File: src/rpm_pkg.sv
`default_nettype none
package rpm_pkg;
  // ------------------------------------------------------------
  // clock and timing
  // ------------------------------------------------------------
  localparam int CLK_PERIOD_NS = 100;
  localparam int RST_HOLD_NS   = 300;
  localparam int RST_HOLD_CYC  = (RST_HOLD_NS + CLK_PERIOD_NS - 1) / CLK_PERIOD_NS;
  // ------------------------------------------------------------
  // watchdog shape
  // ------------------------------------------------------------
  localparam int WD_W     = 16;
  localparam int MC_W     = 16;
  localparam int MC_LW    = 32;
  localparam int MC_NUM   = 2;
  localparam int MC_CTRS  = 3;
  localparam int MC_TOTAL = MC_NUM * MC_CTRS;
  localparam int MC_LONG  = 2;
  // ------------------------------------------------------------
  // reset cause bits
  // ------------------------------------------------------------
  localparam int CAUSE_W  = 7;
  localparam int CB_POR   = 0;
  localparam int CB_DROOP = 1;
  localparam int CB_EXT   = 2;
  localparam int CB_WDOG  = 3;
  localparam int CB_SOFT  = 4;
  localparam int CB_FAULT = 5;
  localparam int CB_HIB   = 6;
  localparam logic [CAUSE_W-1:0] CAUSE_RST = 7'h01;
  // ------------------------------------------------------------
  // power and clock defaults
  // ------------------------------------------------------------
  localparam logic [10:0] VCORE_NORMAL_MV  = 11'h44c;
  localparam logic [10:0] VCORE_REDUCED_MV = 11'h384;
  localparam logic [7:0]  ROOT_NORMAL_MHZ  = 8'h32;
  localparam logic [7:0]  ROOT_REDUCED_MHZ = 8'h19;
  localparam logic [1:0]  ROOT_SRC_OSC_FLL = 2'h1;
  localparam int          BASE_CLKS        = 4;
  localparam logic [3:0]  BASE_CLK_ON      = 4'hf;
  localparam logic [3:0]  BASE_CLK_OFF     = 4'h0;
  localparam int          PERI_CLKS        = 8;

  typedef enum logic [1:0] {PM_NORMAL, PM_REDUCED, PM_DEEP, PM_HIB} rpm_pmode_type;

  typedef struct packed {
    logic        en;
    logic        rstEn;
    logic        clrOnMatch;
    logic        service;
    logic [31:0] match;
  } rpm_wdcfg_type;
endpackage
`default_nettype wire

File: src/rpm_reset_power.sv
// How it works
// - power-on reset holds everything until the supply has ramped.
// - supply droop detect resets the whole device.
// - ext_reset_n is active low; low pin holds device in reset.
// - an unserviced watchdog resets the device.
// - firmware can request a full device reset.
// - protection fault raises interrupt or reset, chosen by configuration.
// - leaving hibernate is done by a wakeup reset.
// - power-on, droop and pin resets assert asynchronously; internal requests at the next clock edge; all to a known state.
// - a cause register survives every reset except power-on.
// - mode entry waits for adequate supply; no supply ordering needed.
// - normal power runs core at 1.1 V, reduced at 0.9 V.
// - CPU sleep halts that CPU while system stays running.
// - CPU deep sleep halts the CPU and requests system deep sleep.
// - system deep sleep only when both CPUs sleep deeply; low-frequency only.
// - hibernate freezes state and pins until wakeup, which resets.
// - after reset root clock 0 from main oscillator via locked loop, 50/25 MHz.
// - at start only root, fast, peripheral and slow clocks run.
// - basic watchdog has one free-running 16-bit counter.
// - each multi-counter watchdog has two 16-bit and one 32-bit counter.
// - every 16-bit watchdog counter can reset; the 32-bit cannot.
// - every watchdog counter can interrupt on match.
// - basic watchdog runs from low-speed oscillator, wakes in all modes.
// - multi-counter watchdogs use low-frequency clock, not active in hibernate.
`timescale 1ns/1ps
`default_nettype none
module rpm_reset_power
  import rpm_pkg::*;
#(
  parameter int HOLD = RST_HOLD_CYC
)
(
  // clock and power-on reset
  input  wire logic                    sys_clk,
  input  wire logic                    rst_n,
  // reset sources
  input  wire logic                    supplyDroopDetect,
  input  wire logic                    extResetN,
  input  wire logic                    softResetReq,
  input  wire logic                    protFault,
  input  wire logic                    protFaultRstEn,
  // reset cause
  input  wire logic [CAUSE_W-1:0]      causeClr,
  output logic [CAUSE_W-1:0]           resetCause_r,
  output logic                         sysRstN,
  output logic                         protFaultIrq_r,
  // power mode control
  input  wire logic                    supplyOk,
  input  wire logic                    reducedPowerSel,
  input  wire logic                    hibernateReq,
  input  wire logic                    wakeEvent,
  input  wire logic                    hibWakeEvent,
  input  wire logic [1:0]              cpuSleep,
  input  wire logic [1:0]              cpuDeepSleep,
  output rpm_pmode_type                pmode_r,
  output logic [1:0]                   cpuHalt_r,
  output logic [1:0]                   deepSleepReq_r,
  output logic                         lowFreqOnly_r,
  output logic                         ioFreeze_r,
  output logic [10:0]                  coreMv_r,
  // clock defaults
  input  wire logic                    periClkWr,
  input  wire logic [PERI_CLKS-1:0]    periClkData,
  output logic [1:0]                   rootClk0Src_r,
  output logic [7:0]                   rootClk0Mhz_r,
  output logic [BASE_CLKS-1:0]         baseClkEn_r,
  output logic [PERI_CLKS-1:0]         periClkEn_r,
  // watchdog clock ticks
  input  wire logic                    lowSpeedOscTick,
  input  wire logic                    watchXtalTick,
  input  wire logic                    lowFreqSel,
  // watchdog setup and results
  input  wire rpm_wdcfg_type           basicCfg,
  input  wire rpm_wdcfg_type [MC_TOTAL-1:0] multiCfg,
  output logic [WD_W-1:0]              basicCount_r,
  output logic                         basicIrq_r,
  output logic [MC_TOTAL-1:0]          multiIrq_r
);
  // ------------------------------------------------------------
  // decode helpers
  // ------------------------------------------------------------
  function automatic logic isRun(rpm_pmode_type m);
    isRun = (m == PM_NORMAL) || (m == PM_REDUCED);
  endfunction

  function automatic rpm_pmode_type runMode(logic reduced);
    runMode = reduced ? PM_REDUCED : PM_NORMAL;
  endfunction

  // ------------------------------------------------------------
  // internal reset requests
  // ------------------------------------------------------------
  logic                intRst_r;
  logic                rawRst_n;
  logic                basicRst;
  logic [MC_TOTAL-1:0] multiRst;
  logic                wdogRst;
  logic                faultRst;
  logic                hibWake;
  logic                intReq;

  assign wdogRst  = basicRst | (|multiRst);
  assign faultRst = protFault & protFaultRstEn;
  assign hibWake  = (pmode_r == PM_HIB) & (hibWakeEvent | basicIrq_r);
  assign intReq   = wdogRst | softResetReq | faultRst | hibWake;

  assign rawRst_n = rst_n & extResetN & ~supplyDroopDetect & ~intRst_r;

  // request held until the system reset has taken it
  always_ff @(posedge sys_clk or negedge rst_n)
  begin
    if (!rst_n)
      intRst_r <= 1'b0;
    else
      intRst_r <= intReq | (intRst_r & sysRstN);
  end

  rpm_rst_gen #(
    .HOLD     (HOLD)
  ) u_rst_gen (
    .sys_clk  (sys_clk),
    .rawRst_n (rawRst_n),
    .sysRst_n (sysRstN)
  );

  // ------------------------------------------------------------
  // retained reset cause
  // ------------------------------------------------------------
  logic [CAUSE_W-1:0] causeSet;
  logic [CAUSE_W-1:0] cause_nxt;

  assign causeSet[CB_POR]   = 1'b0;
  assign causeSet[CB_DROOP] = supplyDroopDetect;
  assign causeSet[CB_EXT]   = ~extResetN;
  assign causeSet[CB_WDOG]  = wdogRst;
  assign causeSet[CB_SOFT]  = softResetReq;
  assign causeSet[CB_FAULT] = faultRst;
  assign causeSet[CB_HIB]   = hibWake;

  assign cause_nxt = causeSet | (resetCause_r & ~causeClr);

  always_ff @(posedge sys_clk or negedge rst_n)
  begin
    if (!rst_n)
      resetCause_r <= CAUSE_RST;
    else
      resetCause_r <= cause_nxt;
  end

  // ------------------------------------------------------------
  // power mode sequencer
  // ------------------------------------------------------------
  rpm_pmode_type pmode_nxt;
  logic          anyMultiIrq;
  logic          deepWake;

  assign anyMultiIrq = |multiIrq_r;
  assign deepWake    = wakeEvent | basicIrq_r | anyMultiIrq;

  always_comb
  begin
    pmode_nxt = pmode_r;
    case (pmode_r)
      PM_NORMAL, PM_REDUCED:
      begin
        if (supplyOk && hibernateReq)
          pmode_nxt = PM_HIB;
        else if (supplyOk && (&cpuDeepSleep))
          pmode_nxt = PM_DEEP;
        else if (supplyOk)
          pmode_nxt = runMode(reducedPowerSel);
      end
      PM_DEEP:
      begin
        if (deepWake && supplyOk)
          pmode_nxt = runMode(reducedPowerSel);
      end
      PM_HIB:
        pmode_nxt = PM_HIB;
      default:
        pmode_nxt = PM_NORMAL;
    endcase
  end

  // ------------------------------------------------------------
  // mode outputs
  // ------------------------------------------------------------
  logic [1:0]           cpuHalt_nxt;
  logic [1:0]           deepReq_nxt;
  logic [10:0]          coreMv_nxt;
  logic [7:0]           rootMhz_nxt;
  logic [BASE_CLKS-1:0] baseClk_nxt;
  logic [PERI_CLKS-1:0] periClk_nxt;
  logic                 nextRun;

  assign nextRun     = isRun(pmode_nxt);
  assign cpuHalt_nxt = nextRun ? (cpuSleep | cpuDeepSleep) : 2'h3;
  assign deepReq_nxt = nextRun ? cpuDeepSleep : 2'h0;
  assign coreMv_nxt  = (pmode_nxt == PM_NORMAL) ? VCORE_NORMAL_MV :
                       (pmode_nxt == PM_REDUCED) ? VCORE_REDUCED_MV : coreMv_r;
  assign rootMhz_nxt = (pmode_nxt == PM_REDUCED) ? ROOT_REDUCED_MHZ :
                       ROOT_NORMAL_MHZ;
  assign baseClk_nxt = nextRun ? BASE_CLK_ON : BASE_CLK_OFF;
  assign periClk_nxt = periClkWr ? periClkData : periClkEn_r;

  always_ff @(posedge sys_clk or negedge sysRstN)
  begin
    if (!sysRstN)
    begin
      pmode_r        <= PM_NORMAL;
      cpuHalt_r      <= 2'h0;
      deepSleepReq_r <= 2'h0;
      lowFreqOnly_r  <= 1'b0;
      ioFreeze_r     <= 1'b0;
      coreMv_r       <= VCORE_NORMAL_MV;
      rootClk0Src_r  <= ROOT_SRC_OSC_FLL;
      rootClk0Mhz_r  <= ROOT_NORMAL_MHZ;
      baseClkEn_r    <= BASE_CLK_ON;
      periClkEn_r    <= '0;
    end
    else
    begin
      pmode_r        <= pmode_nxt;
      cpuHalt_r      <= cpuHalt_nxt;
      deepSleepReq_r <= deepReq_nxt;
      lowFreqOnly_r  <= (pmode_nxt == PM_DEEP);
      ioFreeze_r     <= (pmode_nxt == PM_HIB);
      coreMv_r       <= coreMv_nxt;
      rootClk0Src_r  <= ROOT_SRC_OSC_FLL;
      rootClk0Mhz_r  <= rootMhz_nxt;
      baseClkEn_r    <= baseClk_nxt;
      periClkEn_r    <= periClk_nxt;
    end
  end

  // ------------------------------------------------------------
  // protection fault interrupt
  // ------------------------------------------------------------
  always_ff @(posedge sys_clk or negedge sysRstN)
  begin
    if (!sysRstN)
      protFaultIrq_r <= 1'b0;
    else
      protFaultIrq_r <= protFault & ~protFaultRstEn;
  end

  // ------------------------------------------------------------
  // watchdogs
  // ------------------------------------------------------------
  logic basicTick;
  logic multiTick;

  assign basicTick = lowSpeedOscTick;
  assign multiTick = (lowFreqSel ? watchXtalTick : lowSpeedOscTick) &
                     (pmode_r != PM_HIB);

  rpm_wdog_ctr #(
    .W          (WD_W),
    .CAN_RST    (1'b1)
  ) u_basic (
    .sys_clk    (sys_clk),
    .rst_n      (sysRstN),
    .tick       (basicTick),
    .cfg        (basicCfg),
    .count_r    (basicCount_r),
    .matchIrq_r (basicIrq_r),
    .rstReq_r   (basicRst)
  );

  // two short and one long counter each
  for (genvar i = 0; i < MC_TOTAL; i++)
  begin : g_multi
    localparam bit IS_LONG = ((i % MC_CTRS) == MC_LONG);
    rpm_wdog_ctr #(
      .W          (IS_LONG ? MC_LW : MC_W),
      .CAN_RST    (!IS_LONG)
    ) u_ctr (
      .sys_clk    (sys_clk),
      .rst_n      (sysRstN),
      .tick       (multiTick),
      .cfg        (multiCfg[i]),
      .count_r    (),
      .matchIrq_r (multiIrq_r[i]),
      .rstReq_r   (multiRst[i])
    );
  end
endmodule
`default_nettype wire

File: src/rpm_rst_gen.sv
`timescale 1ns/1ps
`default_nettype none
module rpm_rst_gen
  import rpm_pkg::*;
#(
  parameter int HOLD = RST_HOLD_CYC
)
(
  // clock and raw reset
  input  wire logic sys_clk,
  input  wire logic rawRst_n,
  // released reset
  output logic      sysRst_n
);
  logic [7:0] hold_r;
  logic [7:0] hold_nxt;

  assign hold_nxt = (hold_r == 8'(HOLD)) ? hold_r : hold_r + 8'h01;

  // asserts at once, releases after the hold count
  always_ff @(posedge sys_clk or negedge rawRst_n)
  begin
    if (!rawRst_n)
    begin
      hold_r   <= 8'h00;
      sysRst_n <= 1'b0;
    end
    else
    begin
      hold_r   <= hold_nxt;
      sysRst_n <= (hold_r == 8'(HOLD));
    end
  end
endmodule
`default_nettype wire

File: src/rpm_wdog_ctr.sv
`timescale 1ns/1ps
`default_nettype none
module rpm_wdog_ctr
  import rpm_pkg::*;
#(
  parameter int W       = WD_W,
  parameter bit CAN_RST = 1'b1
)
(
  // clock and reset
  input  wire logic          sys_clk,
  input  wire logic          rst_n,
  // count tick and setup
  input  wire logic          tick,
  input  wire rpm_wdcfg_type cfg,
  // results
  output logic [W-1:0]       count_r,
  output logic               matchIrq_r,
  output logic               rstReq_r
);
  logic hit;
  logic armed_r;
  logic [W-1:0] count_nxt;

  assign hit       = tick & cfg.en & (count_r == cfg.match[W-1:0]);
  assign count_nxt = (cfg.service | (hit & cfg.clrOnMatch)) ? '0 :
                     (tick & cfg.en) ? count_r + W'(1) : count_r;

  always_ff @(posedge sys_clk or negedge rst_n)
  begin
    if (!rst_n)
    begin
      count_r    <= '0;
      matchIrq_r <= 1'b0;
      armed_r    <= 1'b0;
      rstReq_r   <= 1'b0;
    end
    else
    begin
      count_r    <= count_nxt;
      matchIrq_r <= hit;
      // match sets, service clears, set wins
      armed_r    <= hit | (armed_r & ~cfg.service);
      rstReq_r   <= rstReq_r | (CAN_RST & cfg.rstEn & hit & armed_r & ~cfg.service);
    end
  end
endmodule
`default_nettype wire
File: config.mk
export PLATFORM = sky130hd
export DESIGN_NAME = rpm_reset_power
export DESIGN_NICKNAME = d
export VERILOG_FILES = /design/src/rpm_pkg.sv /design/src/rpm_reset_power.sv /design/src/rpm_rst_gen.sv /design/src/rpm_wdog_ctr.sv
export SDC_FILE = /design/constraint.sdc
export NUM_CORES = 1
export LEC_CHECK = 0
export BUFFER_PORTS_ARGS = -buffer_cell sky130_fd_sc_hd__clkbuf_2
export CAP_MARGIN = 5
export CORE_ASPECT_RATIO = 1.5
export CORE_UTILIZATION = 56
export CTS_CLUSTER_SIZE = 28
export DETAILED_ROUTE_END_ITERATION = 6
export PLACE_DENSITY = 0.95
export SYNTH_ARGS = -nofsm -noshare
export SYNTH_HDL_FRONTEND = slang
export SYNTH_SLANG_ARGS = --single-unit
File: constraint.sdc
create_clock -name sys_clk -period 9.1 [get_ports sys_clk]
set_input_delay 2.73 -clock sys_clk [delete_from_list [all_inputs] [get_ports sys_clk]]
set_output_delay 2.73 -clock sys_clk [all_outputs]
set_load 0.005 [all_outputs]
==> metrics.cfg, run 1 <==
[global_route]
grt_pass1_vias = 9838
grt_usage_pct = 28.3
antenna_found_initial = 0
grt_max_degree = 75
grt-ovfl-total = 0
grt_pass1_wl_um = 46900

[timing]
period_minus_slack_ps = 4640
tns_ps = 0
report.final.slew_viol_count = 0
finalClockSkew_ps = 20.0
fin_crit_sh_pct = 51.0
final_hold_viol_count = 0
holdWs_ps = 372
timing.fmax_mhz = 216
rsz0062_at_grt = false
slew_headroom_pct = 24.9
worst_pin_slew_ps = 1130
setup_slack_ps = 4460
setup_viol_count_final = 0

[placed_design]
gp_congestion = 0.902
hpwl_um = 21400
port_buffers = 266
place_inst = 1628
dp_slack_ps = 4020
place_area_um2 = 12700

[cts]
clock_latency_ps = 440
cts_tree = built
clkTransAtPathRegs_ps = 80
cts_made_buffers = 17
clock_tree.root_cell = clkbuf_16
cts.hold.buffers_added = 0
htree_levels = 4
clock-sinks = 200
post_cts_resized = 0
postCtsSetupBuffers = 0
clockBufferDepth = 2

[pwr]
total_leakage_power_nw = 6.29
power_mw = 1.96
power_density_nw_per_um2 = 147
peakVddDrop_mv = 0.0927

[worst_setup_path]
r2r-start = pmode_r[1]
ff2ff_setup_slack_ps = 6540
timing.rr.end = g_multi[1].u_ctr.count_r[4]
cpPeakStageDelay_ps = 920
path_class = in2reg
worstSetupEndpointType = flip-flop
reg2regPathDepth = 4
critPathLaunchType = input port
worstPathRequired_ps = 9370
crit_fanout = 32
slowest_stage = a41o_1
cp_cell_sequence = clkbuf_2 > mux2_4 > and2_1 > and3_1 > a41o_1 > nor2_1
cp.arrival_ps = 4910

[finish]
diodes = 0
stdcell_count = 1660
areaGrowthSynthToFinish_pct = 17.6
final_cell_area_um2 = 13300
final_cell_mix = 266 x clkbuf_2, 195 x dfrtp_1, 167 x nor2_1
utilization_pct = 67.2
drive_above_1_share_pct = 24.9
final_common_cell = clkbuf_2
fin_nets = 1682

[logic_synthesis]
ys.flop_type = dfrtp_1
ys_types = 53
syn_area_per_cell_um2 = 9.88
synth_async_sr_flop_share_pct = 100
yosysWarnings = 0
syn_inst = 1144
syn_area_um2 = 11300
synth-seq-cells = 200
yosysSeqAreaShare_pct = 44.3
synth_edf_count = 0

[routing]
vias = 9500
wirelength_um = 28500
drt-pass1-iter-count = 5
drtAntennaViolNets = 0
routed_via_density = 5.72
drt-initial-drc-count = 674
drc = 0
post_drt_wl_per_cell_um = 17.1

[floorplanning]
die-height_um = 176
num_rows = 63
die_area_um2 = 20800
ios = 360
die_w_um = 118
core_area_um2 = 19800
initial_core_util_pct = 57.1

[status]
outcome = finished clean

[worst_hold_path]
hp-class = reg2async

[flow_run]
cap_violations = 0

worst max path at each step:
stage	start	endpoint	slack, ps	cells past startpoint
finish	lowSpeedOscTick	g_multi[5].u_ctr.count_r[15]	4460	6
global route	lowSpeedOscTick	g_multi[5].u_ctr.count_r[26]	4270	6
CTS	lowSpeedOscTick	g_multi[5].u_ctr.count_r[26]	4500	6
detailed placement	lowSpeedOscTick	g_multi[5].u_ctr.count_r[26]	4020	6
global placement	lowSpeedOscTick	g_multi[5].u_ctr.count_r[11]	4090	6
floorplan	u_rst_gen.sysRst_n	sysRstN	2080	0
kinds of logic (layout without fill, tap and decap cells):
kind of cell | count (synthesis) | count (layout) | share of synthesized area (%)
compound gates | 52 | 52 | 3.91
other cells | 2 | 11 | 0.0664
mux | 18 | 18 | 1.75
xor+xnor | 281 | 281 | 21.8
fa+ha+maj | 8 | 8 | 0.885
buf+inv | 90 | 337 | 4.53
flops | 200 | 200 | 44.3
simple gates | 493 | 493 | 22.8
synthesized netlist by cell type (all sizes together) (3+ instances only):
master  count  share of area [%]
a21oi      10               0.44
buf        48                3.1
nand3      50                2.4
nand3b      3               0.20
a21boi      3               0.23
mux2i       7               0.62
ha          8               0.89
dfrtp     196                 43
nor3       28                1.3
o41ai       4               0.97
nand4      48                3.1
a41o        7               0.63
nand2      71                2.4
o21ai      11               0.49
nor2b       3               0.17
inv        35                1.2
xnor2     146                 11
and3       26                1.4
xor2      135                 10
clkbuf      7               0.23
nor4       56                3.4
mux2       11                1.1
nor4b       3               0.23
and2       12               0.66
nor2      167                5.5
a31oi       5               0.28
or3         6               0.33
dfstp       4               0.93
a21o        6               0.40
and4       12               0.93
area by class of cell:
class | instances | area [um2]
Timing Repair Buffer | 270 | 1360
Tap cell | 260 | 325
Sequential cell | 200 | 5010
Multi-Input combinational cell | 863 | 5820
Clock buffer | 17 | 425
Clock inverter | 15 | 213
Inverter | 35 | 131
Fill cell | 1446 | 6490
critical path: cells and delay by family:
family | cells | cell delay, ps
multiplexers | 1 | 390
AND/OR/NAND/NOR | 3 | 700
buffers and inverters | 1 | 150
AO/OA/AOI/OAI | 1 | 920
state kept, by name, indices dropped and copies added, names as in the netlist, 2 cells and up:
register	count
g_multi.u_ctr.armed_r	4
coreMv_r	2
g_multi.u_ctr.rstReq_r	4
rootClk0Mhz_r	2
u_rst_gen.hold_r	8
cpuHalt_r	2
deepSleepReq_r	2
g_multi.u_ctr.count_r	128
periClkEn_r	8
u_basic.count_r	16
resetCause_r	7
g_multi.u_ctr.matchIrq_r	6
pmode_r	2
metal layers:
metal	global-route usage (%)	vias up	share of wire, %
li1	-	4351	-
met4	14.6	0	4.1
met5	0	-	0
met3	4.81	117	6.4
met2	51.3	512	53
met1	31.9	4520	37
power breakdown:
group | total [mW] | internal (mW) | switching, mW
clock | 0.789 | 0.383 | 0.406
sequential | 0.941 | 0.915 | 0.0257
combinational | 0.229 | 0.100 | 0.129
Power figures use the tool's default switching activity.
==> inputs of run 2 (changes only) <==
--- a/config.mk
+++ b/config.mk
@@ -5,13 +5,14 @@
 export SDC_FILE = /design/constraint.sdc
 export NUM_CORES = 1
 export LEC_CHECK = 0
+export ABC_AREA = 1
 export BUFFER_PORTS_ARGS = -buffer_cell sky130_fd_sc_hd__clkbuf_2
 export CAP_MARGIN = 5
 export CORE_ASPECT_RATIO = 1.5
-export CORE_UTILIZATION = 56
+export CORE_UTILIZATION = 54
 export CTS_CLUSTER_SIZE = 28
 export DETAILED_ROUTE_END_ITERATION = 6
-export PLACE_DENSITY = 0.95
+export PLACE_DENSITY = 0.91
 export SYNTH_ARGS = -nofsm -noshare
 export SYNTH_HDL_FRONTEND = slang
 export SYNTH_SLANG_ARGS = --single-unit
==> constraint.sdc (replaced) <==
create_clock -name sys_clk -period 4.39 [get_ports sys_clk]
set_input_delay 1.317 -clock sys_clk [delete_from_list [all_inputs] [get_ports sys_clk]]
set_output_delay 1.317 -clock sys_clk [all_outputs]
set_load 0.005 [all_outputs]
==> metrics.cfg, run 2 <==
[finish]
final_cell_mix = 423 x nand2_1, 323 x nor2_1, 266 x clkbuf_2  ; was 266 x clkbuf_2, 195 x dfrtp_1, 167 x nor2_1
largest_register_ffs = 128  ; unchanged
reg.largest.list = g_multi.u_ctr.count_r: 128 flops, u_basic.count_r: 16 flops  ; unchanged
fin_nets = 2387  ; was 1682
final_cell_area_um2 = 15400  ; was 13300 um2
regMostFlops = g_multi.u_ctr.count_r  ; unchanged
drive_above_1_share_pct = 17.0  ; was 24.9%
final_common_cell = nand2_1  ; was clkbuf_2
areaGrowthSynthToFinish_pct = 15.3  ; was 17.6%

[timing]
final_hold_viol_count = 0  ; unchanged
fin_crit_sh_pct = 68.7
slew_headroom_pct = 40.2  ; was 24.9%
setup_viol_count_final = 0  ; unchanged
tns_ps = 0  ; unchanged
timing.fmax_mhz = 332
period_minus_slack_ps = 3020
finalClockSkew_ps = 10.2  ; was 20.0 ps
rsz0062_at_grt = false  ; unchanged
worst_pin_slew_ps = 897  ; was 1130 ps
report.final.slew_viol_count = 0  ; unchanged

[logic_synthesis]
yosysSeqAreaShare_pct = 37.4  ; was 44.3%
yosys.area.top_type = dfrtp_1  ; unchanged
synth_top_area_share_pct = 36.7  ; was 43.4%
ys_types = 42  ; was 53
ys_top_cells_by_count = 423 x nand2_1, 323 x nor2_1, 228 x inv_1  ; was 196 x dfrtp_1, 167 x nor2_1, 146 x xnor2_1
syn_area_per_cell_um2 = 7.23  ; was 9.88 um2
synth.most_common_cell = nand2_1  ; was dfrtp_1
ys.flop_type = dfrtp_1  ; unchanged
yosysWarnings = 0  ; unchanged
synth-seq-cells = 200  ; unchanged
synth_area_leaders = dfrtp_1 37%, nand2_1 12%, nor2_1 9.1%  ; was dfrtp_1 43%, xnor2_1 11%, xor2_1 10%
synth_async_sr_flop_share_pct = 100  ; unchanged
syn_inst = 1852  ; was 1144
synth_edf_count = 0  ; unchanged
syn_area_um2 = 13400  ; was 11300 um2

[cts]
clkTransAtPathRegs_ps = 80  ; about the same
post_cts_resized = 0  ; unchanged
postCtsSetupBuffers = 0  ; unchanged
clock-sinks = 200  ; unchanged
cts_tree = built  ; unchanged
htree_levels = 4  ; unchanged
clock_tree.root_cell = clkbuf_16  ; unchanged
clockBufferDepth = 2  ; unchanged
clock_latency_ps = 450  ; was 440 ps
cts.hold.buffers_added = 0  ; unchanged
cts_made_buffers = 17  ; unchanged

[global_route]
grt_pass1_vias = 13000  ; was 9838
grt_pass1_wl_um = 60700  ; was 46900 um
grt_max_degree = 69  ; was 75
grt_usage_pct = 30.3  ; was 28.3%
antenna_found_initial = 1  ; was 0
grt-ovfl-total = 0  ; unchanged

[placed_design]
port_buffers = 266  ; unchanged
gp_congestion = 0.923  ; was 0.902
hpwl_um = 28400  ; was 21400 um
place_area_um2 = 14800  ; was 12700 um2

[routing]
drt-initial-drc-count = 864  ; was 674
post_drt_wl_per_cell_um = 15.2  ; was 17.1 um
drt-pass1-iter-count = 5  ; unchanged
vias = 13100  ; was 9500
drtAntennaViolNets = 0  ; unchanged
wirelength_um = 36900  ; was 28500 um
drc = 0  ; unchanged
routed_via_density = 5.41  ; was 5.72

[floorplanning]
die_w_um = 131  ; was 118 um
die_area_um2 = 25400  ; was 20800 um2
ios = 360  ; unchanged
num_rows = 70  ; was 63
initial_core_util_pct = 55.0  ; was 57.1%
die-height_um = 195  ; was 176 um
core_area_um2 = 24300  ; was 19800 um2

[worst_setup_path]
cp_cell_sequence = clkbuf_2 > inv_2 > o21ai_4 > nand3_2 > nor2_2 > nand4_2 > nand2_1 > nor2_1  ; was clkbuf_2 > mux2_4 > and2_1 > and3_1 > a41o_1 > nor2_1
critPathTopFamily = simple AND/OR/NAND/NOR gates  ; was compound AO/OA/AOI/OAI gates
cp_num_buf_inv = 2  ; was 1
worstSetupEndpointType = flip-flop  ; unchanged
cpPeakStageDelay_ps = 420  ; was 920 ps
slowest_stage = nand3_2  ; was a41o_1
worstPathRequired_ps = 4720  ; was 9370 ps
critPathLaunchType = input port  ; unchanged
path_class = in2reg  ; unchanged
crit_fanout = 17  ; was 32
cp.arrival_ps = 3340  ; was 4910 ps

[worst_hold_path]
hp-class = reg2async  ; unchanged

[pwr]
internal-power_mw = 2.91  ; was 1.40 mW
p_comb_share_pct = 9.6  ; was 11.7%
total_leakage_power_nw = 7.69  ; was 6.29 nW
power.switching_mw = 1.01  ; was 561 uW
power_density_nw_per_um2 = 254  ; was 147 nW/um2
share_seq_of_total_power_pct = 48.4  ; was 48.0%
p_sw_share_pct = 25.9  ; was 28.6%
peakVddDrop_mv = 0.262  ; was 0.0927 mV
power_frac_clock_pct = 42.0  ; was 40.3%

[status]
outcome = finished clean  ; unchanged

[flow_run]
cap_violations = 0  ; unchanged

==> run 2: cell families (layout without fill, tap and decap cells) <==
kind of cell | count (synthesis) | after routing | share of synthesized area [%]
simple gates | 1080 | 1080 | 35.7
buf+inv | 297 | 541 | 9.58
xor+xnor | 209 | 209 | 13.7
flops | 200 | 200 | 37.4
compound gates | 47 | 47 | 2.04
mux | 9 | 9 | 0.757
fa+ha+maj | 8 | 8 | 0.748
other cells | 2 | 12 | 0.0561
==> run 2: final cells by class <==
class | count | area (um2)
multi-input cells | 1364 | 7120
fillers | 2155 | 8920
flip-flops and latches | 200 | 5010
clock buffers | 17 | 425
inverters | 237 | 890
clock inverters | 15 | 189
repair buffers | 272 | 1380
diodes | 1 | 2.50
well taps | 324 | 405
==> run 2: path summary, 6_finish.rpt <==
path	cells past startpoint	end	slack, ps	from
setup reg to reg	6	g_multi[0].u_ctr.count_r[8]	2000	pmode_r[1]
hold / removal	2	u_rst_gen.hold_r[2]	400	intRst_r
min in group sys_clk	2	resetCause_r[0]	440	resetCause_r[0]
max in group asynchronous	2	g_multi[5].u_ctr.count_r[6]	2450	u_rst_gen.sysRst_n
hold reg to reg	2	u_rst_gen.hold_r[2]	400	intRst_r
setup / recovery	8	g_multi[0].u_ctr.count_r[8]	1370	lowSpeedOscTick
==> run 2: metrics by stage <==
step	utilization (%)	worst slack (ps)	total power, mW	instances	hold slack, ps
2_1_floorplan	-	604	2.14	1861	428
3_3_place_gp	60.8	1000	2.30	2397	408
3_5_place_dp	60.8	934	2.31	2397	405
4_1_cts	63.3	1410	3.95	2429	409
5_1_grt	63.3	1220	4.07	2429	437
6_report	63.4	1370	3.92	2430	401
==> run 2: power groups by stage <==
stage                     clock network [mW]  logic [mW]  registers [mW]
after floorplan                            0       0.213            1.93
after global placement                     0       0.365            1.93
after detailed placement                   0       0.374            1.93
after CTS                               1.67       0.375            1.90
after global routing                    1.75       0.420            1.90
final                                   1.65       0.376            1.90
==> run 2: routing by layer <==
metal,wire length (um),up-vias,share of wire (%),global-route usage (%)
met5,0,-,0,0
li1,-,6303,-,-
met3,2180,153,5.9,5.62
met2,18800,549,51,52.0
met4,1830,0,5.0,18.1
met1,14000,6131,38,34.3
==> run 2: tightest hold or removal path: stages, from the launching register on <==
cell     delay, ps
dfrtp_1        380
nor3_1         170
buf_4          200
==> inputs of run 3 (changes only) <==
--- a/config.mk
+++ b/config.mk
@@ -5,14 +5,14 @@
 export SDC_FILE = /design/constraint.sdc
 export NUM_CORES = 1
 export LEC_CHECK = 0
-export ABC_AREA = 1
+export ABC_AREA = 0
 export BUFFER_PORTS_ARGS = -buffer_cell sky130_fd_sc_hd__clkbuf_2
 export CAP_MARGIN = 5
 export CORE_ASPECT_RATIO = 1.5
-export CORE_UTILIZATION = 54
+export CORE_UTILIZATION = 52
 export CTS_CLUSTER_SIZE = 28
 export DETAILED_ROUTE_END_ITERATION = 6
-export PLACE_DENSITY = 0.91
+export PLACE_DENSITY = 0.9
 export SYNTH_ARGS = -nofsm -noshare
 export SYNTH_HDL_FRONTEND = slang
 export SYNTH_SLANG_ARGS = --single-unit
==> constraint.sdc (replaced) <==
create_clock -name sys_clk -period 3 [get_ports sys_clk]
set_input_delay 0.9 -clock sys_clk [delete_from_list [all_inputs] [get_ports sys_clk]]
set_output_delay 0.9 -clock sys_clk [all_outputs]
set_load 0.005 [all_outputs]
==> metrics.cfg, run 3 (synthesized netlist as in run 1, its figures left out) <==
[status]
outcome = finished clean  ; unchanged

[finish]
reg.largest.list = g_multi.u_ctr.count_r: 128 flops, u_basic.count_r: 16 flops  ; unchanged
fill_cells = 1658  ; was 2155
seq_area_um2 = 5010  ; unchanged
multiInputGateArea_um2 = 5820  ; was 7120 um2
drive_above_1_share_pct = 25.5  ; was 17.0%
largest_register_ffs = 128  ; unchanged
final_cell_mix = 266 x clkbuf_2, 195 x dfrtp_1, 167 x nor2_1  ; was 423 x nand2_1, 323 x nor2_1, 266 x clkbuf_2
areaGrowthSynthToFinish_pct = 18.8  ; was 15.3%
stdcell_count = 1680  ; was 2430
regMostFlops = g_multi.u_ctr.count_r  ; unchanged
diodes = 0  ; was 1
fin_nets = 1694  ; was 2387
final_common_cell = clkbuf_2  ; was nand2_1

[placed_design]
port_buffers = 266  ; unchanged
hpwl_um = 21300  ; was 28400 um
gp_congestion = 0.879  ; was 0.923
place_inst = 1648  ; was 2397

[routing]
routed_via_density = 5.59  ; was 5.41
drtAntennaViolNets = 0  ; unchanged
post_drt_wl_per_cell_um = 16.6  ; was 15.2 um
vias = 9387  ; was 13100
drc = 0  ; unchanged
drt-pass1-iter-count = 5  ; unchanged
drt-initial-drc-count = 517  ; was 864
wirelength_um = 27900  ; was 36900 um

[worst_setup_path]
r2r-start = u_basic.matchIrq_r  ; was pmode_r[1]
timing.rr.end = coreMv_r[9]  ; was g_multi[0].u_ctr.count_r[8]
cp.arrival_ps = 2740  ; was 3340 ps
reg2regPathDepth = 5  ; was 6
path_class = in2reg  ; unchanged
crit_fanout = 10  ; was 17
critPathLaunchType = input port  ; unchanged
ff2ff_setup_slack_ps = 720  ; was 2000 ps
worstPathRequired_ps = 3320  ; was 4720 ps
worstSetupEndpointType = flip-flop  ; unchanged

[timing]
tns_ps = 0  ; unchanged
timing.fmax_mhz = 414
setup_viol_count_final = 0  ; unchanged
fin_crit_sh_pct = 80.5
final_hold_viol_count = 0  ; unchanged
finalClockSkew_ps = 12.9  ; was 10.2 ps
worst_pin_slew_ps = 1110  ; was 897 ps
period_minus_slack_ps = 2420
slew_headroom_pct = 24.1  ; was 40.2%
report.final.slew_viol_count = 0  ; unchanged
rsz0062_at_grt = false  ; unchanged

[pwr]
power.switching_mw = 1.65  ; was 1.01 mW
power_density_nw_per_um2 = 451  ; was 254 nW/um2
p_comb_share_pct = 12.0  ; was 9.6%
internal-power_mw = 4.41  ; was 2.91 mW
share_seq_of_total_power_pct = 47.1  ; was 48.4%
power_frac_clock_pct = 40.9  ; was 42.0%
p_sw_share_pct = 27.2  ; was 25.9%
total_leakage_power_nw = 6.38  ; was 7.69 nW
peakVddDrop_mv = 0.328  ; was 0.262 mV

[cts]
postCtsSetupBuffers = 0  ; unchanged
clock_tree.root_cell = clkbuf_16  ; unchanged
clkTransAtPathRegs_ps = 80  ; about the same
htree_levels = 4  ; unchanged
clock-sinks = 200  ; unchanged
clockBufferDepth = 2  ; unchanged
clock_latency_ps = 430  ; was 450 ps
cts.hold.buffers_added = 0  ; unchanged
cts_made_buffers = 17  ; unchanged
post_cts_resized = 0  ; unchanged
cts_tree = built  ; unchanged

[global_route]
grt_pass1_wl_um = 44900  ; was 60700 um
grt_pass1_vias = 9554  ; was 13000
grt-ovfl-total = 0  ; unchanged
grt_max_degree = 185  ; was 69
grt_usage_pct = 25.7  ; was 30.3%
antenna_found_initial = 0  ; was 1

[floorplanning]
num_rows = 65  ; was 70
initial_core_util_pct = 53.5  ; was 55.0%
die_area_um2 = 22300  ; was 25400 um2
ios = 360  ; unchanged
die_w_um = 122  ; was 131 um
core_area_um2 = 21100  ; was 24300 um2
die-height_um = 183  ; was 195 um

[flow_run]
cap_violations = 0  ; unchanged

[worst_hold_path]
hp-class = in2async  ; was reg2async

[run 3: per-layer routing]
metal / GRT usage, % / part of all wire, % / vias to the layer above
met2: 45.4 / 52 / 398
met1: 29.0 / 38 / 4539
met3: 4.19 / 5.5 / 82
met5: 0 / 0 / -
li1: - / - / 4368
met4: 14.0 / 4.3 / 0
[run 3: final cells by class]
cell class / count / area share (%)
inverters: 35 / 0.978
flip-flops and latches: 200 / 37.3
clock inverters: 15 / 1.62
repair buffers: 282 / 11.1
clock buffers: 17 / 3.17
multi-input cells: 863 / 43.3
well taps: 268 / 2.50
[run 3: worst max-delay path: stages]
cell	delay, ps
clkbuf_2	110
mux2i_1	900
nor3_2	170
buf_4	240
and3_1	200
xnor2_1	140
nor2_1	60
[run 3: worst max-delay path by stage]
stage | start | depth (start not counted) | slack (ps) | end
2_1_floorplan | u_rst_gen.sysRst_n | 0 | 440 | sysRstN
3_3_place_gp | lowFreqSel | 7 | 180 | g_multi[2].u_ctr.count_r[5]
3_5_place_dp | lowFreqSel | 7 | 130 | g_multi[2].u_ctr.count_r[5]
4_1_cts | lowFreqSel | 7 | 580 | g_multi[2].u_ctr.count_r[5]
5_1_grt | lowFreqSel | 7 | 520 | g_multi[2].u_ctr.count_r[5]
6_report | lowFreqSel | 7 | 580 | g_multi[2].u_ctr.count_r[5]
[run 3: power groups by stage]
stage / logic [mW] / registers [mW] / clock network [mW]
finish: 0.729 / 2.85 / 2.48
global route: 0.799 / 2.87 / 2.63
CTS: 0.733 / 2.85 / 2.53
detailed placement: 0.724 / 2.91 / 0
global placement: 0.708 / 2.90 / 0
floorplan: 0.400 / 2.89 / 0
[run 3: through the flow]
| stage | power, mW | area, um2 | setup slack [ps] | hold WS [ps] | utilization (%) |
|---|---|---|---|---|---|
| 6_report | 6.06 | 13400 | 584 | 293 | 63.5 |
| 4_1_cts | 6.12 | 13400 | 582 | 281 | 63.5 |
| 2_1_floorplan | 3.29 | 11300 | 442 | 429 | - |
| 3_3_place_gp | 3.61 | 12800 | 178 | 442 | 60.5 |
| 5_1_grt | 6.30 | 13400 | 518 | 283 | 63.5 |
| 3_5_place_dp | 3.63 | 12800 | 132 | 454 | 60.5 |
